==> config.mk <==
export PLATFORM = sky130hd
export DESIGN_NAME = fep_top
export DESIGN_NICKNAME = d
export VERILOG_FILES = /design/src/inc/fep_pkg.sv /design/src/inc/fep_prot_if.sv /design/src/rtl/fep_range_check.sv /design/src/rtl/fep_top.sv
export VERILOG_INCLUDE_DIRS = /design/src /design/src/inc
export SDC_FILE = /design/constraint.sdc
export NUM_CORES = 1
export LEC_CHECK = 0
export BUFFER_PORTS_ARGS = -buffer_cell sky130_fd_sc_hd__buf_2
export CORE_UTILIZATION = 46
export CTS_CLUSTER_DIAMETER = 150
export CTS_CLUSTER_SIZE = 40
export DETAILED_ROUTE_END_ITERATION = 6
export PLACE_DENSITY = 0.93
export SKIP_LAST_GASP = 1
export SYNTH_ARGS = -nofsm -noshare
export SYNTH_HDL_FRONTEND = slang
export SYNTH_HIERARCHICAL = 1
export SYNTH_SLANG_ARGS = --single-unit
==> constraint.sdc <==
create_clock -name hclk -period 3.7 [get_ports hclk]
set_input_delay 1.11 -clock hclk [delete_from_list [all_inputs] [get_ports hclk]]
set_output_delay 1.11 -clock hclk [all_outputs]
set_load 0.1 [all_outputs]
==> src/inc/fep_map.svh <==
// Register map, field positions, reset values and ranges of the protection block
`ifndef FEP_MAP_SVH
`define FEP_MAP_SVH

// Register word indices, byte address is index times four
`define FEP_IDX_CONFIG 6'h04
`define FEP_IDX_ERR_CONFIG 6'h05
`define FEP_IDX_STATUS 6'h06
`define FEP_IDX_ERR_FLAGS 6'h07
`define FEP_IDX_PROT 6'h08

// Bit positions inside the registers
`define FEP_SINGLE_FAULT_BIT 0
`define FEP_DOUBLE_FAULT_BIT 1
`define FEP_IGNORE_SF_BIT 4
`define FEP_SF_IRQ_EN_BIT 0
`define FEP_VIOL_BIT 4

// Protection register values
`define FEP_PROT_FULL 8'h7F
`define FEP_PROT_WR_MASK 8'hBF
`define FEP_NV_PROT_ADDR 24'hFF_FE0C

// Allowed scenario moves, bit index is from times eight plus to
`define FEP_TRANS_TABLE 64'hFF5A_3C18_080C_0A0F

// Address ranges of the program array
`define FEP_TOP_ADDR 24'hFF_FFFF
`define FEP_LOW_BASE 24'hFF_8000
`define FEP_HIGH_MIN_BYTES 24'h00_0800
`define FEP_LOW_MIN_BYTES 24'h00_0400

// Cycles from an array read to its stored read event, the fault flag follows one cycle later
`define FEP_FAULT_DELAY 1

`endif

==> src/inc/fep_pkg.sv <==
// Types shared by the protection block modules
package fep_pkg;

   typedef logic [23:0] fep_addr_t;

   typedef enum logic [1:0] {
      FEP_TR_IDLE = 2'b00,
      FEP_TR_BUSY = 2'b01,
      FEP_TR_NONSEQ = 2'b10,
      FEP_TR_SEQ = 2'b11
   } fep_htrans_t;

   typedef struct packed {
      logic polarity;
      logic reserved_nv_bit;
      logic high_disable;
      logic [1:0] high_size;
      logic low_disable;
      logic [1:0] low_size;
   } fep_prot_t;

endpackage : fep_pkg

==> src/inc/fep_prot_if.sv <==
// Interface between the control logic and the range checker
`timescale 1ns/1ps
`default_nettype none

interface fep_prot_if;
   import fep_pkg::*;

   fep_prot_t prot;
   fep_addr_t addr;
   logic is_protected;
   logic block_locked;

   modport range (
      input prot,
      input addr,
      output is_protected,
      output block_locked
   );

   modport ctrl (
      output prot,
      output addr,
      input is_protected,
      input block_locked
   );

endinterface : fep_prot_if

`default_nettype wire

==> src/rtl/fep_range_check.sv <==
// Decodes the protected high and low ranges and checks one target address
`timescale 1ns/1ps
`default_nettype none
`include "fep_map.svh"

module fep_range_check
   import fep_pkg::*;
(
   // Protection setting and target
   fep_prot_if.range pif
);

   logic in_high;
   logic in_low;
   logic hit_high;
   logic hit_low;

   // Region size in bytes from its smallest size and size code
   function automatic fep_addr_t fep_span(input fep_addr_t base, input logic [1:0] code);
      fep_span = base << code;
   endfunction : fep_span

   // High region ends at the top address, low region starts at the base
   assign in_high = pif.addr > (`FEP_TOP_ADDR - fep_span(`FEP_HIGH_MIN_BYTES,
      pif.prot.high_size));
   assign in_low = (pif.addr >= `FEP_LOW_BASE) &&
      (pif.addr < (`FEP_LOW_BASE + fep_span(`FEP_LOW_MIN_BYTES,
      pif.prot.low_size)));

   assign hit_high = !pif.prot.high_disable && in_high;
   assign hit_low = !pif.prot.low_disable && in_low;

   // Polarity one protects the ranges, zero leaves only them open
   assign pif.is_protected = pif.prot.polarity ? (hit_high || hit_low)
      : !(hit_high || hit_low);

   // Any protected sector blocks a whole-block erase
   assign pif.block_locked = pif.prot.polarity ?
      (!pif.prot.high_disable || !pif.prot.low_disable) : 1'b1;

endmodule : fep_range_check

`default_nettype wire

==> src/rtl/fep_top.sv <==
// Flash error flags and program-flash protection register block
//
// Register access over AHB-Lite was decided locally.
`timescale 1ns/1ps
`default_nettype none
`include "fep_map.svh"

// What this block does
// - Double fault or busy read sets flag
// - Writing one clears double fault flag
// - Single fault sets flag unless ignored
// - Writing one clears single fault flag
// - Flags stored two cycles after read
// - Normal mode: protection may only grow
// - Special mode: any scenario move accepted
// - Reset sequence loads protection byte
// - Double fault at load: fully protected
// - Protected program or erase rejected, flagged
// - Block erase refused if sector protected
// - Polarity bit selects protect or unprotect
// - Polarity and disables give eight scenarios
// - High disable bit gates top region
// - High size code selects 2-16 KB
// - High size writable only while disabled
// - Low disable bit gates base region
// - Low size code selects 1-8 KB
// - Low size writable only while disabled
// - Interrupt while single fault flag set
// - Disallowed scenario writes ignored in normal
module fep_top
   import fep_pkg::*;
(
   // Clock, reset and clock enable
   input wire logic hclk,
   input wire logic hresetn,
   input wire logic hce,
   // AHB-Lite slave
   input wire logic hsel,
   input wire logic [31:0] haddr,
   input wire logic [1:0] htrans,
   input wire logic hwrite,
   input wire logic [2:0] hsize,
   input wire logic [31:0] hwdata,
   input wire logic hready,
   output logic hreadyout,
   output logic [31:0] hrdata,
   output logic hresp,
   // Array read results
   input wire logic rd_valid,
   input wire logic rd_single_err,
   input wire logic rd_double_err,
   input wire logic rd_invalid_busy,
   // Protection byte from the reset sequence
   input wire logic nv_load,
   input wire logic [7:0] nv_prot_byte,
   input wire logic nv_double_fault,
   // Operating mode
   input wire logic special_mode,
   // Command launch
   input wire logic cmd_launch,
   input wire logic [23:0] cmd_addr,
   input wire logic cmd_block_erase,
   output logic cmd_accept,
   output logic cmd_reject,
   // Interrupt request
   output logic single_fault_irq
);

   // Bus data phase
   logic dp_valid_ff;
   logic dp_write_ff;
   logic [5:0] dp_index_ff;
   logic rd_done_ff;
   logic [31:0] hrdata_ff;
   logic bus_accept;
   logic rd_wait;
   logic wr_fire;
   logic wr_cfg;
   logic wr_ecfg;
   logic wr_stat;
   logic wr_eflg;
   logic wr_prot;

   // Fault events and flags
   logic single_ev_ff;
   logic double_ev_ff;
   logic single_fault_flag_ff;
   logic double_fault_flag_ff;
   logic irq_ff;

   // Configuration
   logic ignore_single_fault_ff;
   logic single_fault_irq_enable_ff;

   // Protection and commands
   fep_prot_t prot_ff;
   fep_prot_t nxt_prot;
   logic prot_wr_ok;
   logic protection_violation_flag_ff;
   logic cmd_accept_ff;
   logic cmd_reject_ff;
   logic cmd_blocked;

   fep_prot_if pif ();

   // Scenario number of a protection setting
   function automatic logic [2:0] fep_scen(input fep_prot_t p);
      fep_scen = {p.polarity, p.high_disable, p.low_disable};
   endfunction : fep_scen

   // Register read multiplexer
   function automatic logic [31:0] fep_read(
      input logic [5:0] idx,
      input logic [7:0] cfg,
      input logic [7:0] ecfg,
      input logic [7:0] stat,
      input logic [7:0] eflg,
      input logic [7:0] prot
   );
      fep_read = 32'h0000_0000;
      unique case (idx)
         `FEP_IDX_CONFIG: begin
            fep_read[7:0] = cfg;
         end
         `FEP_IDX_ERR_CONFIG: begin
            fep_read[7:0] = ecfg;
         end
         `FEP_IDX_STATUS: begin
            fep_read[7:0] = stat;
         end
         `FEP_IDX_ERR_FLAGS: begin
            fep_read[7:0] = eflg;
         end
         `FEP_IDX_PROT: begin
            fep_read[7:0] = prot;
         end
         default: begin
            fep_read = 32'h0000_0000;
         end
      endcase
   endfunction : fep_read

   // Write strobe of one register
   function automatic logic fep_hit(input logic fire, input logic [5:0] idx,
      input logic [5:0] reg_idx);
      fep_hit = fire && (idx == reg_idx);
   endfunction : fep_hit

   // Allowed scenario move, bit index is from times eight plus to
   function automatic logic fep_move_ok(input logic [2:0] from_scen,
      input logic [2:0] to_scen);
      logic [63:0] moves;
      moves = `FEP_TRANS_TABLE;
      fep_move_ok = moves[{from_scen, to_scen}];
   endfunction : fep_move_ok

   // Bus handshake
   assign bus_accept = hce && hsel && hready && htrans[1];
   assign rd_wait = dp_valid_ff && !dp_write_ff && !rd_done_ff;
   assign wr_fire = hce && dp_valid_ff && dp_write_ff;
   assign hreadyout = hce && !rd_wait;
   assign hresp = 1'b0;
   assign hrdata = hrdata_ff;

   // Register write strobes
   assign wr_cfg = fep_hit(wr_fire, dp_index_ff, `FEP_IDX_CONFIG);
   assign wr_ecfg = fep_hit(wr_fire, dp_index_ff, `FEP_IDX_ERR_CONFIG);
   assign wr_stat = fep_hit(wr_fire, dp_index_ff, `FEP_IDX_STATUS);
   assign wr_eflg = fep_hit(wr_fire, dp_index_ff, `FEP_IDX_ERR_FLAGS);
   assign wr_prot = fep_hit(wr_fire, dp_index_ff, `FEP_IDX_PROT);

   // Address phase capture
   always_ff @(posedge hclk or negedge hresetn) begin
      if (!hresetn) begin
         dp_valid_ff <= 1'b0;
         dp_write_ff <= 1'b0;
         dp_index_ff <= 6'h00;
      end else if (hce && hready) begin
         dp_valid_ff <= bus_accept;
         dp_write_ff <= hwrite;
         dp_index_ff <= haddr[7:2];
      end
   end

   // Read data with one wait state
   always_ff @(posedge hclk or negedge hresetn) begin
      if (!hresetn) begin
         rd_done_ff <= 1'b0;
         hrdata_ff <= 32'h0000_0000;
      end else if (hce) begin
         rd_done_ff <= rd_wait;
         if (rd_wait) begin
            hrdata_ff <= fep_read(dp_index_ff,
               {3'b000, ignore_single_fault_ff, 4'h0},
               {7'h00, single_fault_irq_enable_ff},
               {3'b000, protection_violation_flag_ff, 4'h0},
               {6'h00, double_fault_flag_ff, single_fault_flag_ff},
               prot_ff);
         end
      end
   end

   // Configuration registers
   always_ff @(posedge hclk or negedge hresetn) begin
      if (!hresetn) begin
         ignore_single_fault_ff <= 1'b0;
         single_fault_irq_enable_ff <= 1'b0;
      end else if (hce) begin
         if (wr_cfg) begin
            ignore_single_fault_ff <= hwdata[`FEP_IGNORE_SF_BIT];
         end
         if (wr_ecfg) begin
            single_fault_irq_enable_ff <= hwdata[`FEP_SF_IRQ_EN_BIT];
         end
      end
   end

   // Array read events, stored one cycle before the flags
   always_ff @(posedge hclk or negedge hresetn) begin
      if (!hresetn) begin
         single_ev_ff <= 1'b0;
         double_ev_ff <= 1'b0;
      end else if (hce) begin
         double_ev_ff <= rd_valid && (rd_double_err || rd_invalid_busy);
         single_ev_ff <= rd_valid && !ignore_single_fault_ff &&
            (rd_single_err || rd_invalid_busy);
      end
   end

   // Double fault flag, set wins over clear
   always_ff @(posedge hclk or negedge hresetn) begin
      if (!hresetn) begin
         double_fault_flag_ff <= 1'b0;
      end else if (hce) begin
         if (double_ev_ff) begin
            double_fault_flag_ff <= 1'b1;
         end else if (wr_eflg &&
            hwdata[`FEP_DOUBLE_FAULT_BIT]) begin
            double_fault_flag_ff <= 1'b0;
         end
      end
   end

   // Single fault flag, set wins over clear
   always_ff @(posedge hclk or negedge hresetn) begin
      if (!hresetn) begin
         single_fault_flag_ff <= 1'b0;
      end else if (hce) begin
         if (single_ev_ff) begin
            single_fault_flag_ff <= 1'b1;
         end else if (wr_eflg &&
            hwdata[`FEP_SINGLE_FAULT_BIT]) begin
            single_fault_flag_ff <= 1'b0;
         end
      end
   end

   // Interrupt request
   always_ff @(posedge hclk or negedge hresetn) begin
      if (!hresetn) begin
         irq_ff <= 1'b0;
      end else if (hce) begin
         irq_ff <= single_fault_irq_enable_ff &&
            (single_fault_flag_ff || single_ev_ff);
      end
   end

   assign single_fault_irq = irq_ff;

   // Candidate protection value of a register write
   always_comb begin
      nxt_prot = fep_prot_t'(hwdata[7:0] & `FEP_PROT_WR_MASK);
      nxt_prot.reserved_nv_bit = prot_ff.reserved_nv_bit;
      if (!prot_ff.high_disable) begin
         nxt_prot.high_size = prot_ff.high_size;
      end
      if (!prot_ff.low_disable) begin
         nxt_prot.low_size = prot_ff.low_size;
      end
   end

   // Normal mode only takes moves that keep or add protection
   assign prot_wr_ok = special_mode ||
      fep_move_ok(fep_scen(prot_ff), fep_scen(nxt_prot));

   // Protection register
   always_ff @(posedge hclk or negedge hresetn) begin
      if (!hresetn) begin
         prot_ff <= fep_prot_t'(`FEP_PROT_FULL);
      end else if (hce) begin
         if (nv_load) begin
            if (nv_double_fault) begin
               prot_ff <= fep_prot_t'(`FEP_PROT_FULL);
            end else begin
               prot_ff <= fep_prot_t'(nv_prot_byte);
            end
         end else if (wr_prot && prot_wr_ok) begin
            prot_ff <= nxt_prot;
         end
      end
   end

   // Range checker
   assign pif.prot = prot_ff;
   assign pif.addr = cmd_addr;

   fep_range_check u_range (
      .pif (pif.range)
   );

   // Launch refused while a violation is pending or target is protected
   assign cmd_blocked = cmd_block_erase ? pif.block_locked
      : pif.is_protected;

   // Command verdict
   always_ff @(posedge hclk or negedge hresetn) begin
      if (!hresetn) begin
         cmd_accept_ff <= 1'b0;
         cmd_reject_ff <= 1'b0;
      end else if (hce) begin
         cmd_accept_ff <= cmd_launch && !protection_violation_flag_ff && !cmd_blocked;
         cmd_reject_ff <= cmd_launch && (protection_violation_flag_ff || cmd_blocked);
      end
   end

   assign cmd_accept = cmd_accept_ff;
   assign cmd_reject = cmd_reject_ff;

   // Protection violation flag, set wins over clear
   always_ff @(posedge hclk or negedge hresetn) begin
      if (!hresetn) begin
         protection_violation_flag_ff <= 1'b0;
      end else if (hce) begin
         if (cmd_launch && cmd_blocked) begin
            protection_violation_flag_ff <= 1'b1;
         end else if (wr_stat &&
            hwdata[`FEP_VIOL_BIT]) begin
            protection_violation_flag_ff <= 1'b0;
         end
      end
   end

endmodule : fep_top

`default_nettype wire

==> impl_results.md, run 1 <==
- Hold/Removal Path Class: flip-flop to flip-flop
- Post-detailed-route DRC marker count: 0
- Horizontal extent of the die: just over 70 um
- RSZ-0062 raised after global routing: false
- Standard cell core area: 4750 um2
- Worst hold margin: 490 ps
- Number of nets with antenna violations after detailed routing: 0
- Cell internal power dissipation: between 0.7 and 0.8 mW
- Non-filler cells, final: 389
- CP Cell Sequence: buf_2, ha_1, nand4_1, o41ai_1, nor3_1, o311a_1, mux2i_1, nand2b_1, nand3_1, o21ai_0
- Y dimension of the die: around 73 um
- Leading area contributor after synthesis: sky130_fd_sc_hd__dfrtp_1
- Flip-flop and latch count after synthesis: 35
- Routed wirelength normalized by instance count: around 13 um
- Number of filler cells placed in the layout: 430
- Final worst path period share: just under 80%
- I/O pins: ~150
- Asr flop ratio synth: 100%
- Largest net degree at the start of global routing: 36
- Clock power frac: around 28%
- Reg-to-reg endpoint: cmd_reject
- Worst Path Max Fanout: 3
- Worst Setup Path Type: input port to flip-flop
- Setup total negative slack: 0 ps
- Static Leak: between 1 and 1.5 nW
- Hold path endpoint: nxt_prot[6]
- Proportion of power drawn by combinational gates: approximately a third
- Setup violation total in the final timing report: 0
- Post-CTS sizing: 0
- Worst reg2reg startpoint: pif.prot[4]
- Max incr delay on CP: roughly 530 ps
- Count of vias placed by the detailed router: slightly above 2000
- Final RePlAce weighted congestion: ~0.8
- Worst EP required: 3870 ps
- Signed area change from the synthesized netlist to the final layout: 19.1%
- Root Buffer Master: sky130_fd_sc_hd__clkbuf_8
- Synthesized cell area: around 2300 um2
- Number of port buffers: 72
- Mean number of vias per cell: between 5 and 6
- Global Route Usage Sum: about 21%
- Detailed Route Iter0 Violations: 137
- TritonCTS Sinks: 35
- Most common cell in the netlist: sky130_fd_sc_hd__dfrtp_1
- Antenna diode instance count: 0
- Standard cell with the maximum stage delay on the critical path: sky130_fd_sc_hd__o41ai_1
- Data arrival time of the worst path: about 3000 ps
- Element type at the critical path end: flip-flop
- Sequential fraction of design power: around two fifths
- Total Die Area: around 5300 um2
- Final worst path period need: 2920 ps
- Fraction of power spent switching nets: approximately two fifths
- Number of flops mapped to enable cells by yosys: 0
- Largest delay share family, worst path: compound AO/OA/AOI/OAI gates
- Synth Flop Type: sky130_fd_sc_hd__dfrtp_1
- List of most frequent post-synthesis cells: 28 x sky130_fd_sc_hd__dfrtp_1, 25 x sky130_fd_sc_hd__buf_4, 21 x sky130_fd_sc_hd__nand2_1, 15 x sky130_fd_sc_hd__nor2_1, 15 x sky130_fd_sc_hd__o21ai_0
- TritonCTS clock tree: done
- Area after DPL: roughly 2600 um2
- Highest clock rate: between 300 and 400 MHz
- Detailed Routing Iterations Pass 1: 4
- Final #Nets: 447
- Routed Wire Length: 5120 um
- Depth of the worst register-to-register path: 10
- Area fraction of the dominant cell type after synthesis: between 30% and 40%
- Distinct cell type count after synthesis: 43
- Sw power: just under 0.5 mW
- Worst-case register-to-register setup slack: approximately 1000 ps
- Outcome: finished, final reports clean
- Number of post-CTS setup repair buffers: 0
- Initial core utilization: between 40 and 50%
- Fraction of layout instances using a drive strength above 1: 31.7%
- Number of standard-cell rows in the floorplan: 25
- Final Skew: around 8.3 ps
- Inserted Clock Buffers: 5
- CTS max path bufs: 2
- Buffers plus inverters on the worst setup path: 1
- Slew Viols, Final: 0
- H-tree levels: 2
- Sequential element share of the synthesized area: between 30% and 40%
- Startpoint Class: input port
- Non-Filler Cell Area, Final: 2730 um2
- Post-Syn Area per Cell: 9.14 um2
- Power density relative to cell area: 467 nW/um2
- First-pass GRT wire length: around 8300 um
- Grt total ovfl: 0
- # hold bufs at CTS: 0
- Initial antenna violation count: 0
- Hold Startpoint: nxt_prot[6]
- Reported max-cap violation count: 0
- Via count of the first global-routing pass: 1844
- Max-slew headroom at the worst pin: 49.8%
- Peak supply drop: roughly 0.00018 V
- Clock transition at the registers of the reported paths: 70 ps
- Number of flip-flops under the largest register name: 8
- Number of instances in the synthesized netlist: about 250
- Clock insertion delay at the later pin of the skew report: between 200 and 300 ps
- Placed wire-length estimate after detailed placement: roughly 4000 um
- Leading cell types by total area after synthesis: sky130_fd_sc_hd__dfrtp_1 31%, sky130_fd_sc_hd__buf_4 8.2%, sky130_fd_sc_hd__dfstp_2 8.0%, sky130_fd_sc_hd__ha_1 5.5%, sky130_fd_sc_hd__mux2_2 4.4%
- Instance count after placement with tap cells included: between 300 and 400
- Measured slew at the worst slew-check pin: ~750 ps
- Yosys warning count: 6
- Hold Path Stages: 2
- Number of hold violations in the final report: 0
==> routing by layer <==
metal / vias up / wire (um) / global-route usage, %
met5: - / 0 / 0
met4: 0 / 114 / 10.0
met3: 13 / 262 / 3.87
met2: 79 / 2420 / 31.6
met1: 952 / 2320 / 27.8
li1: 1003 / - / -
==> worst max-delay path by stage <==
stage	depth (start not counted)	startpoint	endpoint	slack [ps]
floorplan	3	hce	hreadyout	90
global placement	10	cmd_addr[14]	cmd_reject	580
detailed placement	10	cmd_addr[14]	cmd_reject	510
CTS	3	hce	hreadyout	800
global route	10	cmd_addr[14]	cmd_reject	640
finish	10	cmd_addr[14]	cmd_reject	780
==> worst reg2reg max path, delay by kind of cell (launching register included) <==
family	cells	cell delay [ps]
adder cells (fa/ha/maj)	1	300
flip-flops	1	610
AO/OA/AOI/OAI	3	920
multiplexers	1	230
AND/OR/NAND/NOR	5	480
==> layout by cell type, fill, tap and decap left out, types with 2 or more instances in the layout <==
cell type and n:
sky130_fd_sc_hd__a211oi_1 3, sky130_fd_sc_hd__a21oi_1 10, sky130_fd_sc_hd__a22o_1 7, sky130_fd_sc_hd__a31oi_1 5
sky130_fd_sc_hd__buf_2 72, sky130_fd_sc_hd__clkbuf_8 6, sky130_fd_sc_hd__conb_1 25, sky130_fd_sc_hd__dfrtp_1 28
sky130_fd_sc_hd__dfstp_2 7, sky130_fd_sc_hd__ha_1 10, sky130_fd_sc_hd__inv_1 12, sky130_fd_sc_hd__mux2_2 9
sky130_fd_sc_hd__mux2i_1 4, sky130_fd_sc_hd__nand2_1 21, sky130_fd_sc_hd__nand2b_1 5, sky130_fd_sc_hd__nand3_1 12
sky130_fd_sc_hd__nand3b_1 2, sky130_fd_sc_hd__nand4_1 6, sky130_fd_sc_hd__nor2_1 15, sky130_fd_sc_hd__nor2b_1 5
sky130_fd_sc_hd__nor3_1 4, sky130_fd_sc_hd__o211ai_1 3, sky130_fd_sc_hd__o21a_1 2, sky130_fd_sc_hd__o21ai_0 15
sky130_fd_sc_hd__o22ai_1 4, sky130_fd_sc_hd__o31ai_1 5, sky130_fd_sc_hd__or4_1 6
==> cell type report <==
class / instances / area (um2) / share of cell area (%)
multi-input cells: 194 / 1230 / 45.1
flip-flops and latches: 35 / 885 / 32.4
repair buffers: 73 / 368 / 13.5
well taps: 67 / 83.8 / 3.07
clock buffers: 6 / 82.6 / 3.02
inverters: 12 / 45.0 / 1.65
clock inverters: 2 / 35.0 / 1.28
==> power groups by stage <==
stage                     Combinational [mW]  Clock (mW)  Sequential [mW]
after floorplan                        0.308           0            0.535
after global placement                 0.394           0            0.513
after detailed placement               0.406           0            0.517
after CTS                              0.409       0.358            0.510
after global routing                   0.443       0.380            0.521
final                                  0.409       0.355            0.511
==> stage by stage <==
step                      utilization [%]  total power [mW]  worst slack, ps
final                                57.5              1.28              778
after detailed placement             55.0             0.923              511
after global routing                 57.5              1.34              641
after CTS                            57.5              1.28              798
after global placement               55.0             0.907              584
after floorplan                         -             0.843             88.5
==> kinds of logic after synthesis <==
group	Yosys count	synth area share [%]
compound gates	58	16.5
fa+ha+maj	10	5.45
buf+inv	46	11.7
flops	35	38.5
mux	13	6.16
other cells	1	0.163
simple gates	88	21.5
Power figures use the tool's default switching activity.
==> run 2: changes to the inputs <==
ABC_AREA = 1   (was not set)
CORE_UTILIZATION = 42   (was 46)
PLACE_DENSITY = 0.87   (was 0.93)
clock period = 2.8 ns   (was 3.7 ns; I/O delays follow)
==> run 2 against run 1 <==
  * Final area shrank 1.9%
  * Global-route usage fell by 1.4 points
  * Clock-buffer cell count stayed put
  * Routed wire length down 4.0%
  * Sequential share of layout area grew 0.62 points
  * Critical path type is now input port to output port
  * Clock power is 1% higher
  * Worst hold slack worse by 17 ps
  * Largest cell class unchanged
  * Cell count rose by 15%
==> impl_results.md, run 2 <==
- Asr flop ratio synth: 100%
- Fraction of layout instances using a drive strength above 1: 27.0%
- Inserted Clock Buffers: 5
- Number of standard-cell rows in the floorplan: 26
- Leading cell types by total area after synthesis: sky130_fd_sc_hd__dfrtp_1 31%, sky130_fd_sc_hd__nand2_1 12%, sky130_fd_sc_hd__buf_4 8.6%, sky130_fd_sc_hd__dfstp_2 8.1%, sky130_fd_sc_hd__inv_1 6.3%
- List of most frequent post-synthesis cells: 72 x sky130_fd_sc_hd__nand2_1, 38 x sky130_fd_sc_hd__inv_1, 28 x sky130_fd_sc_hd__dfrtp_1, 27 x sky130_fd_sc_hd__nor2_1, 26 x sky130_fd_sc_hd__buf_4
- Final Skew: 4.98 ps
- Hold Path Stages: 2
- Total power after layout: 1.45 mW
- Simple-gate share of the synthesized area: around a quarter
- CP Depth: 4
- Final worst path period share: ~80%
- Area fraction of the dominant cell type after synthesis: ~30%
- Setup violation total in the final timing report: 0
- Most frequent cell on the critical path: sky130_fd_sc_hd__buf_2
- Count of vias placed by the detailed router: ~2100
- Synthesized-area fraction occupied by adder cells: under 10%
- TritonCTS Sinks: 35
- Reported max-cap violation count: 0
- Routed Wire Length: 4910 um
- Outcome: finished, final reports clean
- Final RePlAce weighted congestion: 0.834
- Number of post-CTS setup repair buffers: 0
- Signed area change from the synthesized netlist to the final layout: 18.3%
- Element type at the critical path end: output port
- H-tree levels: 2
- Flip-flop and latch count after synthesis: 35
- Synth Flop Type: sky130_fd_sc_hd__dfrtp_1
- CP Cell Sequence: buf_2, nand2_1, inv_1, buf_2
- Highest clock rate: 437 MHz
- Post-CTS sizing: 0
- Startpoint Class: input port
- Largest delay share family, worst path: buffers and inverters
- Global Route Usage Sum: a little under a fifth
- Y dimension of the die: around 75 um
- Highest-count cells in the layout ignoring fill and taps: 72 x sky130_fd_sc_hd__nand2_1, 72 x sky130_fd_sc_hd__buf_2, 38 x sky130_fd_sc_hd__inv_1, 28 x sky130_fd_sc_hd__dfrtp_1, 27 x sky130_fd_sc_hd__nor2_1
- Yosys warning count: 6
- Worst Path Max Fanout: 2
- Final worst path period need: 2290 ps
- Sequential element share of the synthesized area: roughly two fifths
- Via count of the first global-routing pass: ~2000
- Horizontal extent of the die: 75.5 um
- Distinct cell type count after synthesis: 29
- First-pass GRT wire length: approximately 8200 um
- Largest net degree at the start of global routing: 36
- Multiplexer area fraction after synthesis: under 10%
- Static Leak: roughly 1.5 nW
- Buffers plus inverters on the worst setup path: 3
- Combinational family with the most area after synthesis: simple AND/OR/NAND/NOR gates
- Post-detailed-route DRC marker count: 0
- CTS max path bufs: 2
- Standard cell core area: between 5000 and 6000 um2
- Standard cell with the maximum stage delay on the critical path: sky130_fd_sc_hd__buf_2
- Share of the synthesized area in compound gates (AO/OA/AOI/OAI): 10.9%
- Total Die Area: between 5000 and 6000 um2
- Clock transition at the registers of the reported paths: about 70 ps
- Number of instances in the synthesized netlist: a little over 300
- Antenna diode instance count: 0
- Leading area contributor after synthesis: sky130_fd_sc_hd__dfrtp_1
- Worst EP required: around 2000 ps
- I/O pins: 153
- Hold/Removal Path Class: flip-flop to flip-flop
- Number of nets with antenna violations after detailed routing: 0
- Detailed Route Iter0 Violations: about 110
- TritonCTS clock tree: done
- Number of port buffers: between 70 and 80
- Grt total ovfl: 0
- Max-slew headroom at the worst pin: between 50% and 60%
- Setup WS post-layout: slightly above 500 ps
- Data arrival time of the worst path: around 1500 ps
- Worst Setup Path Type: input port to output port
- Final #Nets: roughly 500
- Mean number of vias per cell: roughly 4.8
- Power density relative to cell area: around 540 nW/um2
- Slew Viols, Final: 0
- Synthesized cell area: 2270 um2
- Placed wire-length estimate after detailed placement: about 3900 um
- Measured slew at the worst slew-check pin: ~750 ps
- Initial core utilization: 44.1%
- Clock insertion delay at the later pin of the skew report: approximately 300 ps
- RSZ-0062 raised after global routing: false
- Worst slack at placement: between 300 and 400 ps
- Post-Synth XOR/XNOR Area: 0%
- Root Buffer Master: sky130_fd_sc_hd__clkbuf_8
- Most common cell in the netlist: sky130_fd_sc_hd__nand2_1
- Peak supply drop: approximately 0.00032 V
- Max incr delay on CP: 410 ps
- Initial antenna violation count: 0
- Depth of the worst register-to-register path: 16
- Post-Syn Area per Cell: 7.50 um2
- Number of flip-flops under the largest register name: 8
- Number of hold violations in the final report: 0
- Number of flops mapped to enable cells by yosys: 0
- # hold bufs at CTS: 0
- Detailed Routing Iterations Pass 1: 4
- Setup total negative slack: 0 ps
- Routed wirelength normalized by instance count: 11.0 um
==> run 2: cell types whose count changed in the layout (fill, tap and decap cells not counted), sizes merged, moves of 5 or more <==
cell / delta
nand2: +53
nor2b: -6
inv: +29
or4: -6
a22o: -6
nand2b: -5
nor2: +15
o21ai: +8
nand3: +8
o31ai: -5
mux2: -6
a21oi: +7
==> run 2: layout make-up <==
class	instances	area (um2)
fill	498	2460
multi-input combinational	221	1100
sequential	35	885
timing repair buffer	73	368
inverter	41	154
tap	70	87.6
clock buffer	6	72.6
clock inverter	2	12.5
==> run 2: cells by family after synthesis <==
family	Yosys count
flops	35
fa+ha+maj	10
mux	3
other cells	1
simple gates	137
buf+inv	70
compound gates	46
==> run 2: per-stage QoR <==
| step | instances | cell area (um2) | hold WS (ps) | utilization, % |
|---|---|---|---|---|
| after global placement | 440 | 2600 | 457 | 50.5 |
| final | 448 | 2680 | 473 | 52.2 |
| after floorplan | 326 | 2360 | 448 | - |
| after detailed placement | 440 | 2600 | 467 | 50.5 |
| after global routing | 448 | 2680 | 496 | 52.2 |
| after CTS | 448 | 2680 | 477 | 52.2 |
==> run 2: final timing paths <==
path | start | slack [ps] | to
max | hce | 510 | hreadyout
max in group asynchronous | hresetn | 1710 | hrdata[3]
min | nxt_prot[6] | 470 | nxt_prot[6]
min in group asynchronous | hresetn | 610 | dp_index_ff[3]
max reg2reg | pif.prot[4] | 670 | cmd_reject
min reg2reg | nxt_prot[6] | 470 | nxt_prot[6]
==> run 2: worst reg2reg max path, delay by kind of cell (launching register included) <==
family / cells / cell delay [ps]
and+or+nand+nor: 11 / 740
buffers and inverters: 2 / 90
DFF: 1 / 600
adders and majority gates: 1 / 230
muxes: 1 / 270
AOI/OAI and AO/OA: 1 / 90
==> run 2: report_power, final <==
| part | total, mW | switching, mW | internal (mW) |
|---|---|---|---|
| Sequential | 0.612 | 0.0450 | 0.567 |
| Clock | 0.359 | 0.186 | 0.174 |
| Combinational | 0.479 | 0.363 | 0.115 |
| Total | 1.45 | 0.594 | 0.856 |
==> run 2: per-layer routing <==
layer  track usage (%)  share of wire (%)  vias to the layer above
met1              22.4                 44                      951
met4              9.67                1.6                        0
met5                 0                  0                        -
met3              3.97                6.9                       11
li1                  -                  -                     1071
met2              33.1                 48                       97
